`src/core/swcg_pkg.sv`:
```
// constants for the supply warning and peripheral clock gate register bank
// assumes an axi4-lite master with 32-bit data and byte addresses
package swcg_pkg;

  // bus geometry
  localparam int ADDR_W = 8;
  localparam int DATA_W = 32;
  localparam int REG_W = 8;
  localparam int PAD_W = DATA_W - REG_W;
  localparam int STRB_W = DATA_W / 8;
  localparam int LANE0 = 0;

  // register byte offsets
  localparam logic [ADDR_W-1:0] WARN_CTRL_OFF = 8'h00;
  localparam logic [ADDR_W-1:0] GATE_ONE_OFF = 8'h04;
  localparam logic [ADDR_W-1:0] GATE_TWO_OFF = 8'h08;

  // supply_warning_control fields
  localparam int FLAG_BIT = 7;
  localparam int ACK_BIT = 6;
  localparam int DET_SEL_BIT = 5;
  localparam int WARN_SEL_BIT = 4;
  localparam int IE_BIT = 3;
  localparam logic FLAG_RST = 1'h0;
  localparam logic IE_RST = 1'h0;
  localparam logic TRIP_SEL_POR = 1'h0;

  // peripheral_clock_gate_one fields
  localparam int G1_SECOND_REF = 7;
  localparam int G1_SECOND_TIMER = 6;
  localparam int G1_FIRST_TIMER = 5;
  localparam int G1_CONVERTER = 4;
  localparam int G1_FIRST_REF = 3;
  localparam int G1_TWO_WIRE = 2;
  localparam int G1_SECOND_SERIAL = 1;
  localparam int G1_FIRST_SERIAL = 0;
  localparam logic [REG_W-1:0] GATE_ONE_RST = 8'hff;
  localparam logic [REG_W-1:0] GATE_ONE_MASK = 8'hff;

  // peripheral_clock_gate_two fields, bit 6 unimplemented
  localparam int G2_DEBUG = 7;
  localparam int G2_EXT_IRQ = 5;
  localparam int G2_KEYBOARD = 4;
  localparam int G2_COMPARATOR = 3;
  localparam int G2_TIME_OF_DAY = 2;
  localparam int G2_DISPLAY = 1;
  localparam int G2_SERIAL_PERIPH = 0;
  localparam logic [REG_W-1:0] GATE_TWO_RST = 8'hbf;
  localparam logic [REG_W-1:0] GATE_TWO_MASK = 8'hbf;

  // axi responses
  localparam logic [1:0] RESP_OKAY = 2'h0;
  localparam logic [1:0] RESP_SLVERR = 2'h2;

endpackage

```
`src/core/swcg_gate_reg.sv`:
```
// one byte-wide clock gate register; each implemented bit is a gate enable flop
// assumes a one-cycle write strobe from the bus slave in the same clock domain
`timescale 1ns/1ps
module swcg_gate_reg
  import swcg_pkg::*;
#(
  parameter logic [REG_W-1:0] RESET_VAL = GATE_ONE_RST,
  parameter logic [REG_W-1:0] IMPL_MASK = GATE_ONE_MASK
) (
  input wire logic aclk,
  input wire logic aresetn,
  input wire logic wr_en,
  input wire logic [REG_W-1:0] wr_data,
  output logic [REG_W-1:0] q
);

  genvar i;
  generate
    for (i = 0; i < REG_W; i++) begin : g_bit
      if (IMPL_MASK[i]) begin : g_impl
        logic bit_q;
        logic next_q;
        // load on write, else hold
        always_comb begin
          next_q = wr_en ? wr_data[i] : bit_q;
        end
        // gate flop, every reset restores its reset value
        always_ff @(posedge aclk) begin
          if (!aresetn) begin
            bit_q <= RESET_VAL[i];
          end else begin
            bit_q <= next_q;
          end
        end
        // own flop per bit keeps the output vector free of mixed drivers
        assign q[i] = bit_q;
      end else begin : g_none
        // unimplemented bit reads zero
        assign q[i] = 1'h0;
      end
    end
  endgenerate

endmodule

```
`src/core/swcg_sync.sv`:
```
// three-stage synchroniser for the warning comparator output
// assumes the input is asynchronous to aclk; output changes once stages two and three agree
`timescale 1ns/1ps
module swcg_sync
  import swcg_pkg::*;
(
  input wire logic aclk,
  input wire logic aresetn,
  input wire logic async_in,
  output logic sync_out
);

  logic stage1;
  logic stage2;
  logic stage3;
  logic next_stage1;
  logic next_stage2;
  logic next_stage3;
  logic next_sync_out;

  // stage one feeds stage two only
  always_comb begin
    next_stage1 = async_in;
    next_stage2 = stage1;
    next_stage3 = stage2;
    next_sync_out = (stage2 == stage3) ? stage2 : sync_out;
  end

  // chain registers
  always_ff @(posedge aclk) begin
    if (!aresetn) begin
      stage1 <= 1'h0;
      stage2 <= 1'h0;
      stage3 <= 1'h0;
      sync_out <= 1'h0;
    end else begin
      stage1 <= next_stage1;
      stage2 <= next_stage2;
      stage3 <= next_stage3;
      sync_out <= next_sync_out;
    end
  end

endmodule

```
`src/core/swcg_top.sv`:
```
// supply warning control and peripheral bus-clock gate registers behind axi4-lite
// assumes a comparator that reports the supply below the selected warning level,
// a reset controller that marks power-on resets, and clock gate cells in the clock tree
//
// Local design decisions: the placing of the registers and the AXI4-Lite slave port.
`timescale 1ns/1ps
module swcg_top
  import swcg_pkg::*;
(
  input wire logic aclk,
  input wire logic aresetn,
  input wire logic power_on_reset,
  input wire logic supply_below_warning,
  input wire logic [ADDR_W-1:0] s_axi_awaddr,
  input wire logic s_axi_awvalid,
  output logic s_axi_awready,
  input wire logic [DATA_W-1:0] s_axi_wdata,
  input wire logic [STRB_W-1:0] s_axi_wstrb,
  input wire logic s_axi_wvalid,
  output logic s_axi_wready,
  output logic [1:0] s_axi_bresp,
  output logic s_axi_bvalid,
  input wire logic s_axi_bready,
  input wire logic [ADDR_W-1:0] s_axi_araddr,
  input wire logic s_axi_arvalid,
  output logic s_axi_arready,
  output logic [DATA_W-1:0] s_axi_rdata,
  output logic [1:0] s_axi_rresp,
  output logic s_axi_rvalid,
  input wire logic s_axi_rready,
  output logic warning_irq,
  output logic detect_trip_select,
  output logic warning_trip_select,
  output logic second_reference_gate,
  output logic second_timer_gate,
  output logic first_timer_gate,
  output logic converter_gate,
  output logic first_reference_gate,
  output logic two_wire_bus_gate,
  output logic second_serial_gate,
  output logic first_serial_gate,
  output logic debug_gate,
  output logic ext_interrupt_gate,
  output logic keyboard_interrupt_gate,
  output logic comparator_gate,
  output logic time_of_day_gate,
  output logic display_driver_gate,
  output logic serial_periph_gate
);

  logic warn_cond;
  logic [ADDR_W-1:0] waddr;
  logic [REG_W-1:0] wbyte;
  logic wlane;
  logic next_awready;
  logic next_wready;
  logic next_bvalid;
  logic [1:0] next_bresp;
  logic [ADDR_W-1:0] next_waddr;
  logic [REG_W-1:0] next_wbyte;
  logic next_wlane;
  logic do_write;
  logic wr_hit;
  logic wr_warn;
  logic wr_gate_one;
  logic wr_gate_two;
  logic next_arready;
  logic next_rvalid;
  logic [DATA_W-1:0] next_rdata;
  logic [1:0] next_rresp;
  logic [REG_W-1:0] rd_byte;
  logic rd_hit;
  logic warn_flag;
  logic warn_ie;
  logic next_warn_flag;
  logic next_warn_ie;
  logic next_detect_sel;
  logic next_warn_sel;
  logic next_irq;
  logic ack_clear;
  logic [REG_W-1:0] gate_one;
  logic [REG_W-1:0] gate_two;
  logic [REG_W-1:0] warn_reg;

  // comparator output brought onto aclk
  swcg_sync u_sync (
    .aclk(aclk),
    .aresetn(aresetn),
    .async_in(supply_below_warning),
    .sync_out(warn_cond)
  );

  // write channel: address and data captured in either order, then one register write
  always_comb begin
    next_awready = s_axi_awready;
    next_wready = s_axi_wready;
    next_bvalid = s_axi_bvalid;
    next_bresp = s_axi_bresp;
    next_waddr = waddr;
    next_wbyte = wbyte;
    next_wlane = wlane;
    if (s_axi_awvalid && s_axi_awready) begin
      next_awready = 1'h0;
      next_waddr = s_axi_awaddr;
    end
    if (s_axi_wvalid && s_axi_wready) begin
      next_wready = 1'h0;
      next_wbyte = s_axi_wdata[REG_W-1:0];
      next_wlane = s_axi_wstrb[LANE0];
    end
    if (do_write) begin
      next_bvalid = 1'h1;
      next_bresp = wr_hit ? RESP_OKAY : RESP_SLVERR;
    end
    if (s_axi_bvalid && s_axi_bready) begin
      next_bvalid = 1'h0;
      next_awready = 1'h1;
      next_wready = 1'h1;
    end
  end

  // write decode; a write without lane zero changes nothing
  assign do_write = !s_axi_awready && !s_axi_wready && !s_axi_bvalid;
  assign wr_hit = (waddr == WARN_CTRL_OFF) || (waddr == GATE_ONE_OFF) || (waddr == GATE_TWO_OFF);
  assign wr_warn = do_write && wlane && (waddr == WARN_CTRL_OFF);
  assign wr_gate_one = do_write && wlane && (waddr == GATE_ONE_OFF);
  assign wr_gate_two = do_write && wlane && (waddr == GATE_TWO_OFF);

  // write channel registers
  always_ff @(posedge aclk) begin
    if (!aresetn) begin
      s_axi_awready <= 1'h1;
      s_axi_wready <= 1'h1;
      s_axi_bvalid <= 1'h0;
      s_axi_bresp <= RESP_OKAY;
      waddr <= '0;
      wbyte <= '0;
      wlane <= 1'h0;
    end else begin
      s_axi_awready <= next_awready;
      s_axi_wready <= next_wready;
      s_axi_bvalid <= next_bvalid;
      s_axi_bresp <= next_bresp;
      waddr <= next_waddr;
      wbyte <= next_wbyte;
      wlane <= next_wlane;
    end
  end

  // readable image of the warning register, acknowledge and low bits zero
  always_comb begin
    warn_reg = '0;
    warn_reg[FLAG_BIT] = warn_flag;
    warn_reg[DET_SEL_BIT] = detect_trip_select;
    warn_reg[WARN_SEL_BIT] = warning_trip_select;
    warn_reg[IE_BIT] = warn_ie;
  end

  // read mux, unmapped addresses read zero with an error response
  always_comb begin
    rd_byte = '0;
    rd_hit = 1'h1;
    unique case (s_axi_araddr)
      WARN_CTRL_OFF: rd_byte = warn_reg;
      GATE_ONE_OFF: rd_byte = gate_one;
      GATE_TWO_OFF: rd_byte = gate_two;
      default: rd_hit = 1'h0;
    endcase
  end

  // read channel: sample on the address handshake, hold until taken
  always_comb begin
    next_arready = s_axi_arready;
    next_rvalid = s_axi_rvalid;
    next_rdata = s_axi_rdata;
    next_rresp = s_axi_rresp;
    if (s_axi_arvalid && s_axi_arready) begin
      next_arready = 1'h0;
      next_rvalid = 1'h1;
      next_rdata = {{PAD_W{1'h0}}, rd_byte};
      next_rresp = rd_hit ? RESP_OKAY : RESP_SLVERR;
    end
    if (s_axi_rvalid && s_axi_rready) begin
      next_rvalid = 1'h0;
      next_arready = 1'h1;
    end
  end

  // read channel registers
  always_ff @(posedge aclk) begin
    if (!aresetn) begin
      s_axi_arready <= 1'h1;
      s_axi_rvalid <= 1'h0;
      s_axi_rdata <= '0;
      s_axi_rresp <= RESP_OKAY;
    end else begin
      s_axi_arready <= next_arready;
      s_axi_rvalid <= next_rvalid;
      s_axi_rdata <= next_rdata;
      s_axi_rresp <= next_rresp;
    end
  end

  // warning flag, selects, enable and interrupt request
  always_comb begin
    ack_clear = wr_warn && wbyte[ACK_BIT] && !warn_cond;
    next_warn_flag = warn_cond || (warn_flag && !ack_clear);
    next_warn_ie = wr_warn ? wbyte[IE_BIT] : warn_ie;
    next_detect_sel = wr_warn ? wbyte[DET_SEL_BIT] : detect_trip_select;
    next_warn_sel = wr_warn ? wbyte[WARN_SEL_BIT] : warning_trip_select;
    next_irq = warn_flag && warn_ie;
  end

  // flag, enable and request clear on every reset
  always_ff @(posedge aclk) begin
    if (!aresetn) begin
      warn_flag <= FLAG_RST;
      warn_ie <= IE_RST;
      warning_irq <= 1'h0;
    end else begin
      warn_flag <= next_warn_flag;
      warn_ie <= next_warn_ie;
      warning_irq <= next_irq;
    end
  end

  // trip selects survive every reset except power-on
  always_ff @(posedge aclk) begin
    if (!aresetn) begin
      if (power_on_reset) begin
        detect_trip_select <= TRIP_SEL_POR;
        warning_trip_select <= TRIP_SEL_POR;
      end
    end else begin
      detect_trip_select <= next_detect_sel;
      warning_trip_select <= next_warn_sel;
    end
  end

  // first gate register, all gates open after reset
  swcg_gate_reg #(
    .RESET_VAL(GATE_ONE_RST),
    .IMPL_MASK(GATE_ONE_MASK)
  ) u_gate_one (
    .aclk(aclk),
    .aresetn(aresetn),
    .wr_en(wr_gate_one),
    .wr_data(wbyte),
    .q(gate_one)
  );

  // second gate register, bit 6 unimplemented
  swcg_gate_reg #(
    .RESET_VAL(GATE_TWO_RST),
    .IMPL_MASK(GATE_TWO_MASK)
  ) u_gate_two (
    .aclk(aclk),
    .aresetn(aresetn),
    .wr_en(wr_gate_two),
    .wr_data(wbyte),
    .q(gate_two)
  );

  // first gate bank enables, one per peripheral
  assign second_reference_gate = gate_one[G1_SECOND_REF];
  assign second_timer_gate = gate_one[G1_SECOND_TIMER];
  assign first_timer_gate = gate_one[G1_FIRST_TIMER];
  assign converter_gate = gate_one[G1_CONVERTER];
  assign first_reference_gate = gate_one[G1_FIRST_REF];
  assign two_wire_bus_gate = gate_one[G1_TWO_WIRE];
  assign second_serial_gate = gate_one[G1_SECOND_SERIAL];
  assign first_serial_gate = gate_one[G1_FIRST_SERIAL];

  // second gate bank; tod and display enables gate the bus clock only
  assign debug_gate = gate_two[G2_DEBUG];
  assign ext_interrupt_gate = gate_two[G2_EXT_IRQ];
  assign keyboard_interrupt_gate = gate_two[G2_KEYBOARD];
  assign comparator_gate = gate_two[G2_COMPARATOR];
  assign time_of_day_gate = gate_two[G2_TIME_OF_DAY];
  assign display_driver_gate = gate_two[G2_DISPLAY];
  assign serial_periph_gate = gate_two[G2_SERIAL_PERIPH];
endmodule
```
`config.mk`:
```
export PLATFORM = sky130hd
export DESIGN_NAME = swcg_top
export DESIGN_NICKNAME = d
export VERILOG_FILES = /design/src/core/swcg_pkg.sv /design/src/core/swcg_gate_reg.sv /design/src/core/swcg_sync.sv /design/src/core/swcg_top.sv
export SDC_FILE = /design/constraint.sdc
export NUM_CORES = 1
export LEC_CHECK = 0
export ABC_AREA = 1
export BUFFER_PORTS_ARGS = -buffer_cell sky130_fd_sc_hd__buf_4
export CAP_MARGIN = 20
export CORE_MARGIN = 2
export CORE_UTILIZATION = 50
export CTS_CLUSTER_SIZE = 40
export DETAILED_ROUTE_END_ITERATION = 12
export GPL_TIMING_DRIVEN = 0
export PLACE_DENSITY = 0.87
export SKIP_LAST_GASP = 1
export SLEW_MARGIN = 20
export SYNTH_ARGS = -nofsm -noshare
export SYNTH_HDL_FRONTEND = slang
export SYNTH_SLANG_ARGS = --single-unit
```
`constraint.sdc`:
```
create_clock -name aclk -period 3.94 [get_ports aclk]
set_input_delay 0.394 -clock aclk [delete_from_list [all_inputs] [get_ports aclk]]
set_output_delay 0.394 -clock aclk [all_outputs]
set_load 0.02 [all_outputs]
```
# After elaboration in Yosys (flattened, before gate mapping)
# Index checks and enable logic that the tools add are counted.
# W data, S select, Z words.
# totals
regBits	58
wordCells	81
n_memories	0
inputBits	61
ram_bits	0
latch_bits	0
romBits	0
# op_classes
n_addsub	0
order_cmp	0
shift	0
reduce_logical	30
n_eq_ne	6
muxes	9
div_mod_pow	0
bitwise	1
mul	0
# op_table
cell	count
$pmux W8 S3	1
$eq A8 B3 Y1 const B	2
$eq A8 B4 Y1 const B	2
$logic_not A8 Y1	2
$logic_and A1 B1 Y1	15
$mux W1	6
$logic_not A1 Y1	5
$mux W2	2
$reduce_or A2 Y1	2
$logic_or A1 B1 Y1	3
$reduce_or A3 Y1	1
$ne A2 B1 Y1 const B	1
$reduce_and A2 Y1	1
$reduce_bool A2 Y1	1
$eq A1 B1 Y1	1
$not A1 Y1	1

# Longest topological paths before layout
# depth
ltp_word	10
ltp_mapped	8
mapped_depth_nobuf	7

# Modules after synthesis
# From an unflattened synthesis, not the netlist that was laid out.
# hier_totals
cells_unflattened	343
area_unflattened_um2	2541.2
# by_module_without_submodules
module	area_each_um2	seq_area_each_um2	cells_per_inst	n_inst
swcg_top	1778.0	760.7	248	1
swcg_gate_reg at u_gate_one	340.3	160.2	43	1
swcg_gate_reg at u_gate_two	306.5	140.1	39	1
swcg_sync	116.4	80.1	13	1

# Worst setup path before layout
# No wires, ideal clock.
# synth_path
path_kind	register -> register
startpoint	register s_axi_awready
endpoint	register detect_trip_select, enable pin
stages_incl_launch_ff	6
n_path_buf	0
arrival_time_ns	0.955
path_slack_ns	2.672
setup_time_ns	0.313
synth_period_minus_slack_ns	1.268
path_cell_list	dfxtp_1 -> inv_2 -> nand3_4 -> nor2_8 -> nand2_1 -> o21ai_1
# synth_via
elab_chain_len	7
# synth_rtl
item	line	source
start, declared	swcg_top.sv:16	output logic s_axi_awready,
start signal, assigned	swcg_top.sv:140	s_axi_awready <= next_awready;
$logic_not A1 Y1	swcg_top.sv:123	assign do_write = !s_axi_awready && !s_axi_wready && !s_axi_bvalid;
$logic_and A1 B1 Y1 (2 in a row)	swcg_top.sv:123	
$logic_and A1 B1 Y1 (2 in a row)	swcg_top.sv:125	assign wr_warn = do_write && wlane && (waddr == WARN_CTRL_OFF);
$ne A2 B1 Y1 (no line)	-	
$reduce_and A2 Y1 (no line)	-	
end signal, assigned	swcg_top.sv:235	detect_trip_select <= next_detect_sel;
end, declared	swcg_top.sv:32	output logic detect_trip_select,
# No other way between the ends.
# A chain may end at the register's enable or synchronous reset.

# Final worst setup path
# layout_path
startpoint	register waddr[0]
endpoint	register detect_trip_select, enable pin
# layout_via
elab_chain_len	4
# layout_rtl
item	line	source
start, declared	swcg_top.sv:52	logic [ADDR_W-1:0] waddr;
start signal, assigned	swcg_top.sv:144	waddr <= next_waddr;
$logic_not A8 Y1	swcg_top.sv:125	
$logic_and A1 B1 Y1	swcg_top.sv:125	
$ne A2 B1 Y1 (no line)	-	
$reduce_and A2 Y1 (no line)	-	
# No other way between the ends.

==> impl_metrics.json <==
{
  "setup_viol": 0,
  "cts.clk_slew.worst_paths_ns": 0.09,
  "yosys_warnings": 0,
  "die_width_microns": 75.0,
  "power_density_mw_per_mm2": 338,
  "whs_endpoint": "u_sync.next_stage2",
  "antenna_found_initial": 0,
  "core_sq_mm": 0.00479,
  "ys_types": 30,
  "p_leak_nw": 1.61,
  "die_area_sq_mm": 0.00562,
  "rsz0062_at_grt": "false",
  "synth-seq-cells": 56,
  "end_kind": "flop",
  "hold_path_startpoint": "supply_below_warning",
  "htreeDepth": 2,
  "fin_tns_setup_ns": 0,
  "final_cell_mix": "buf_4 (92), nand2_1 (70), dfxtp_1 (54)",
  "viasPerCell": 4.60,
  "avgSynthCellArea_sq_um": 7.92,
  "finalHoldViolations": 0,
  "ctsHoldBuffers": 0,
  "initial_utilization": 0.527,
  "nets": 477,
  "drive_gt1_frac": 0.319,
  "ioPinCount": 120,
  "clk_latency_ns": 0.31,
  "hold_path_class": "in2reg",
  "layout_min_cycle_time_ns": 1.37,
  "grt_max_degree": 17,
  "max_stage_delay_ns": 0.37,
  "postCtsSetupBuffers": 0,
  "wirelength_mm": 5.34,
  "r2r_start": "waddr[0]",
  "cts_sinks": 56,
  "skew_ns": 0.00972,
  "drc": 0,
  "dp_hpwl_mm": 4.29,
  "max-cap-violations": 0,
  "post-place-ws_ns": 2.58,
  "portBuffers": 66,
  "finalNonFillerCells": 484,
  "dieHeight_microns": 75.0,
  "worstPathCellList": "nor2_4 -> nand3_2 -> nor2_2 -> nand2_1 -> o21ai_1",
  "row_count": 25,
  "gr-usage-all-layers": 0.204,
  "arrival_ns": 1.38,
  "area_growth_syn_to_layout_pct": 30.4,
  "fill_cells": 431,
  "critical_path.startpoint_type": "flop",
  "gp_congestion": 0.802,
  "cts_inserted_buffers": 5,
  "wl_per_cell_microns": 11.0,
  "slew_violations": 0,
  "status": "finished, final reports clean",
  "firstDrtPassIters": 4,
  "cts_tree": "done",
  "r2r_end": "detect_trip_select",
  "reg2reg_setup_slack_ns": 2.57,
  "syn-cell-area_sq_mm": 0.00252,
  "holdPathStages": 3,
  "cp.required_ns": 3.95,
  "crit_path_max_fanout": 3,
  "ctsResizeCount": 0,
  "peakVddDrop_uv": 226,
  "ant_nets": 0,
  "clockBufferDepth": 2,
  "layout_setup_ws_ns": 2.57,
  "design_area_sq_mm": 0.00329,
  "dp_cells": 476,
  "cpMaxStageDelayCell": "dfxtp_1",
  "grt_pass1_vias": 2021,
  "finalCritPeriodShare": 0.349,
  "final_common_cell": "buf_4",
  "cts_root_buffer": "clkbuf_8",
  "max_freq_mhz": 727,
  "vias": 2228,
  "place_area_sq_mm": 0.00319,
  "yosysSeqAreaShare": 0.453,
  "reg2regPathDepth": 5,
  "grt_pass1_wl_mm": 8.73,
  "drt_iter0_drc": 106,
  "syn_inst": 318,
  "n_antenna_cell": 0,
  "grt-ovfl-total": 0,
  "crit_type": "reg2reg"
}
==> final cells by class <==
| class | instances | area (sq um) | share of cell area |
|---|---|---|---|
| clock inverters | 1 | 6.26 | 0.00190 |
| plain buffers | 35 | 239 | 0.0727 |
| well taps | 67 | 83.8 | 0.0255 |
| inverters | 25 | 108 | 0.0327 |
| multi-input cells | 227 | 1130 | 0.343 |
| clock buffers | 7 | 86.3 | 0.0263 |
| repair buffers | 66 | 495 | 0.151 |
| flip-flops and latches | 56 | 1140 | 0.347 |
==> flip-flops by register name, indices dropped and copies added (netlist names), 7 cells and up <==
register and cells:
s_axi_rdata 8, u_gate_one.g_bit.g_impl.bit_q 8, u_gate_two.g_bit.g_impl.bit_q 7, waddr 8
wbyte 8
==> cell families (layout without fill, tap and decap cells) <==
group	count (synthesis)	in the layout	synth area share
other cells	1	26	0.00149
buf+inv	60	134	0.138
compound gates	47	47	0.107
flops	56	56	0.453
simple gates	154	154	0.301
==> worst max-delay path by stage <==
stage,slack (ns),endpoint,start
2_1_floorplan,2.67,detect_trip_select,s_axi_awready
3_3_place_gp,2.61,detect_trip_select,waddr[0]
3_5_place_dp,2.58,detect_trip_select,waddr[0]
4_1_cts,2.55,detect_trip_select,waddr[0]
5_1_grt,2.43,detect_trip_select,waddr[0]
6_report,2.57,detect_trip_select,waddr[0]
==> critical path, delay by kind of cell (launching register included) <==
kind / cells / cell delay, ns
and+or+nand+nor: 4 / 0.50
DFF: 1 / 0.37
AOI/OAI and AO/OA: 1 / 0.19
==> cell usage after synthesis <==
| master | n | area share |
|---|---|---|
| nand3_2 | 2 | 0.0079 |
| buf_6 | 1 | 0.0045 |
| nand2_2 | 2 | 0.0050 |
| nor2_2 | 4 | 0.0099 |
| a21oi_2 | 7 | 0.024 |
| o21ai_0 | 22 | 0.044 |
| inv_1 | 18 | 0.027 |
| nor2_8 | 1 | 0.0079 |
| o21a_1 | 1 | 0.0030 |
| buf_2 | 2 | 0.0040 |
| clkinv_4 | 2 | 0.0070 |
| inv_2 | 3 | 0.0045 |
| nor2_1 | 30 | 0.045 |
| nand3_1 | 37 | 0.073 |
| nor3_4 | 1 | 0.0065 |
| nand2_1 | 70 | 0.10 |
| clkbuf_1 | 6 | 0.0089 |
| inv_4 | 1 | 0.0025 |
| conb_1 | 1 | 0.0015 |
| nand3_4 | 1 | 0.0070 |
| dfxtp_1 | 54 | 0.43 |
| a21oi_1 | 14 | 0.028 |
| nor2_4 | 4 | 0.018 |
| nand4_4 | 2 | 0.017 |
| a211oi_1 | 1 | 0.0030 |
| o21ai_1 | 1 | 0.0020 |
| clkinv_2 | 1 | 0.0020 |
| buf_4 | 26 | 0.077 |
| edfxtp_1 | 2 | 0.024 |
| a21boi_0 | 1 | 0.0030 |
==> routing by layer <==
metal | vias up | part of all wire | routed length (microns) | GRT usage
met5 | - | 0 | 0 | 0
met4 | 0 | 0.016 | 84 | 0.0675
met3 | 8 | 0.060 | 321 | 0.0442
met2 | 78 | 0.50 | 2670 | 0.363
met1 | 975 | 0.42 | 2260 | 0.243
li1 | 1167 | - | - | -
==> metrics by stage <==
stage	hold slack [ns]	total power, mW	utilization
floorplan	0.390	0.747	-
global placement	0.394	0.800	0.667
detailed placement	0.407	0.806	0.667
CTS	0.259	1.12	0.687
global route	0.257	1.17	0.687
finish	0.264	1.11	0.687
==> where the power goes <==
| part | internal [mW] | switching [mW] |
|---|---|---|
| logic | 0.0755 | 0.106 |
| registers | 0.592 | 0.0190 |
| clock network | 0.144 | 0.176 |
| total | 0.811 | 0.300 |
No activity file was read; power rests on OpenSTA's default activity.
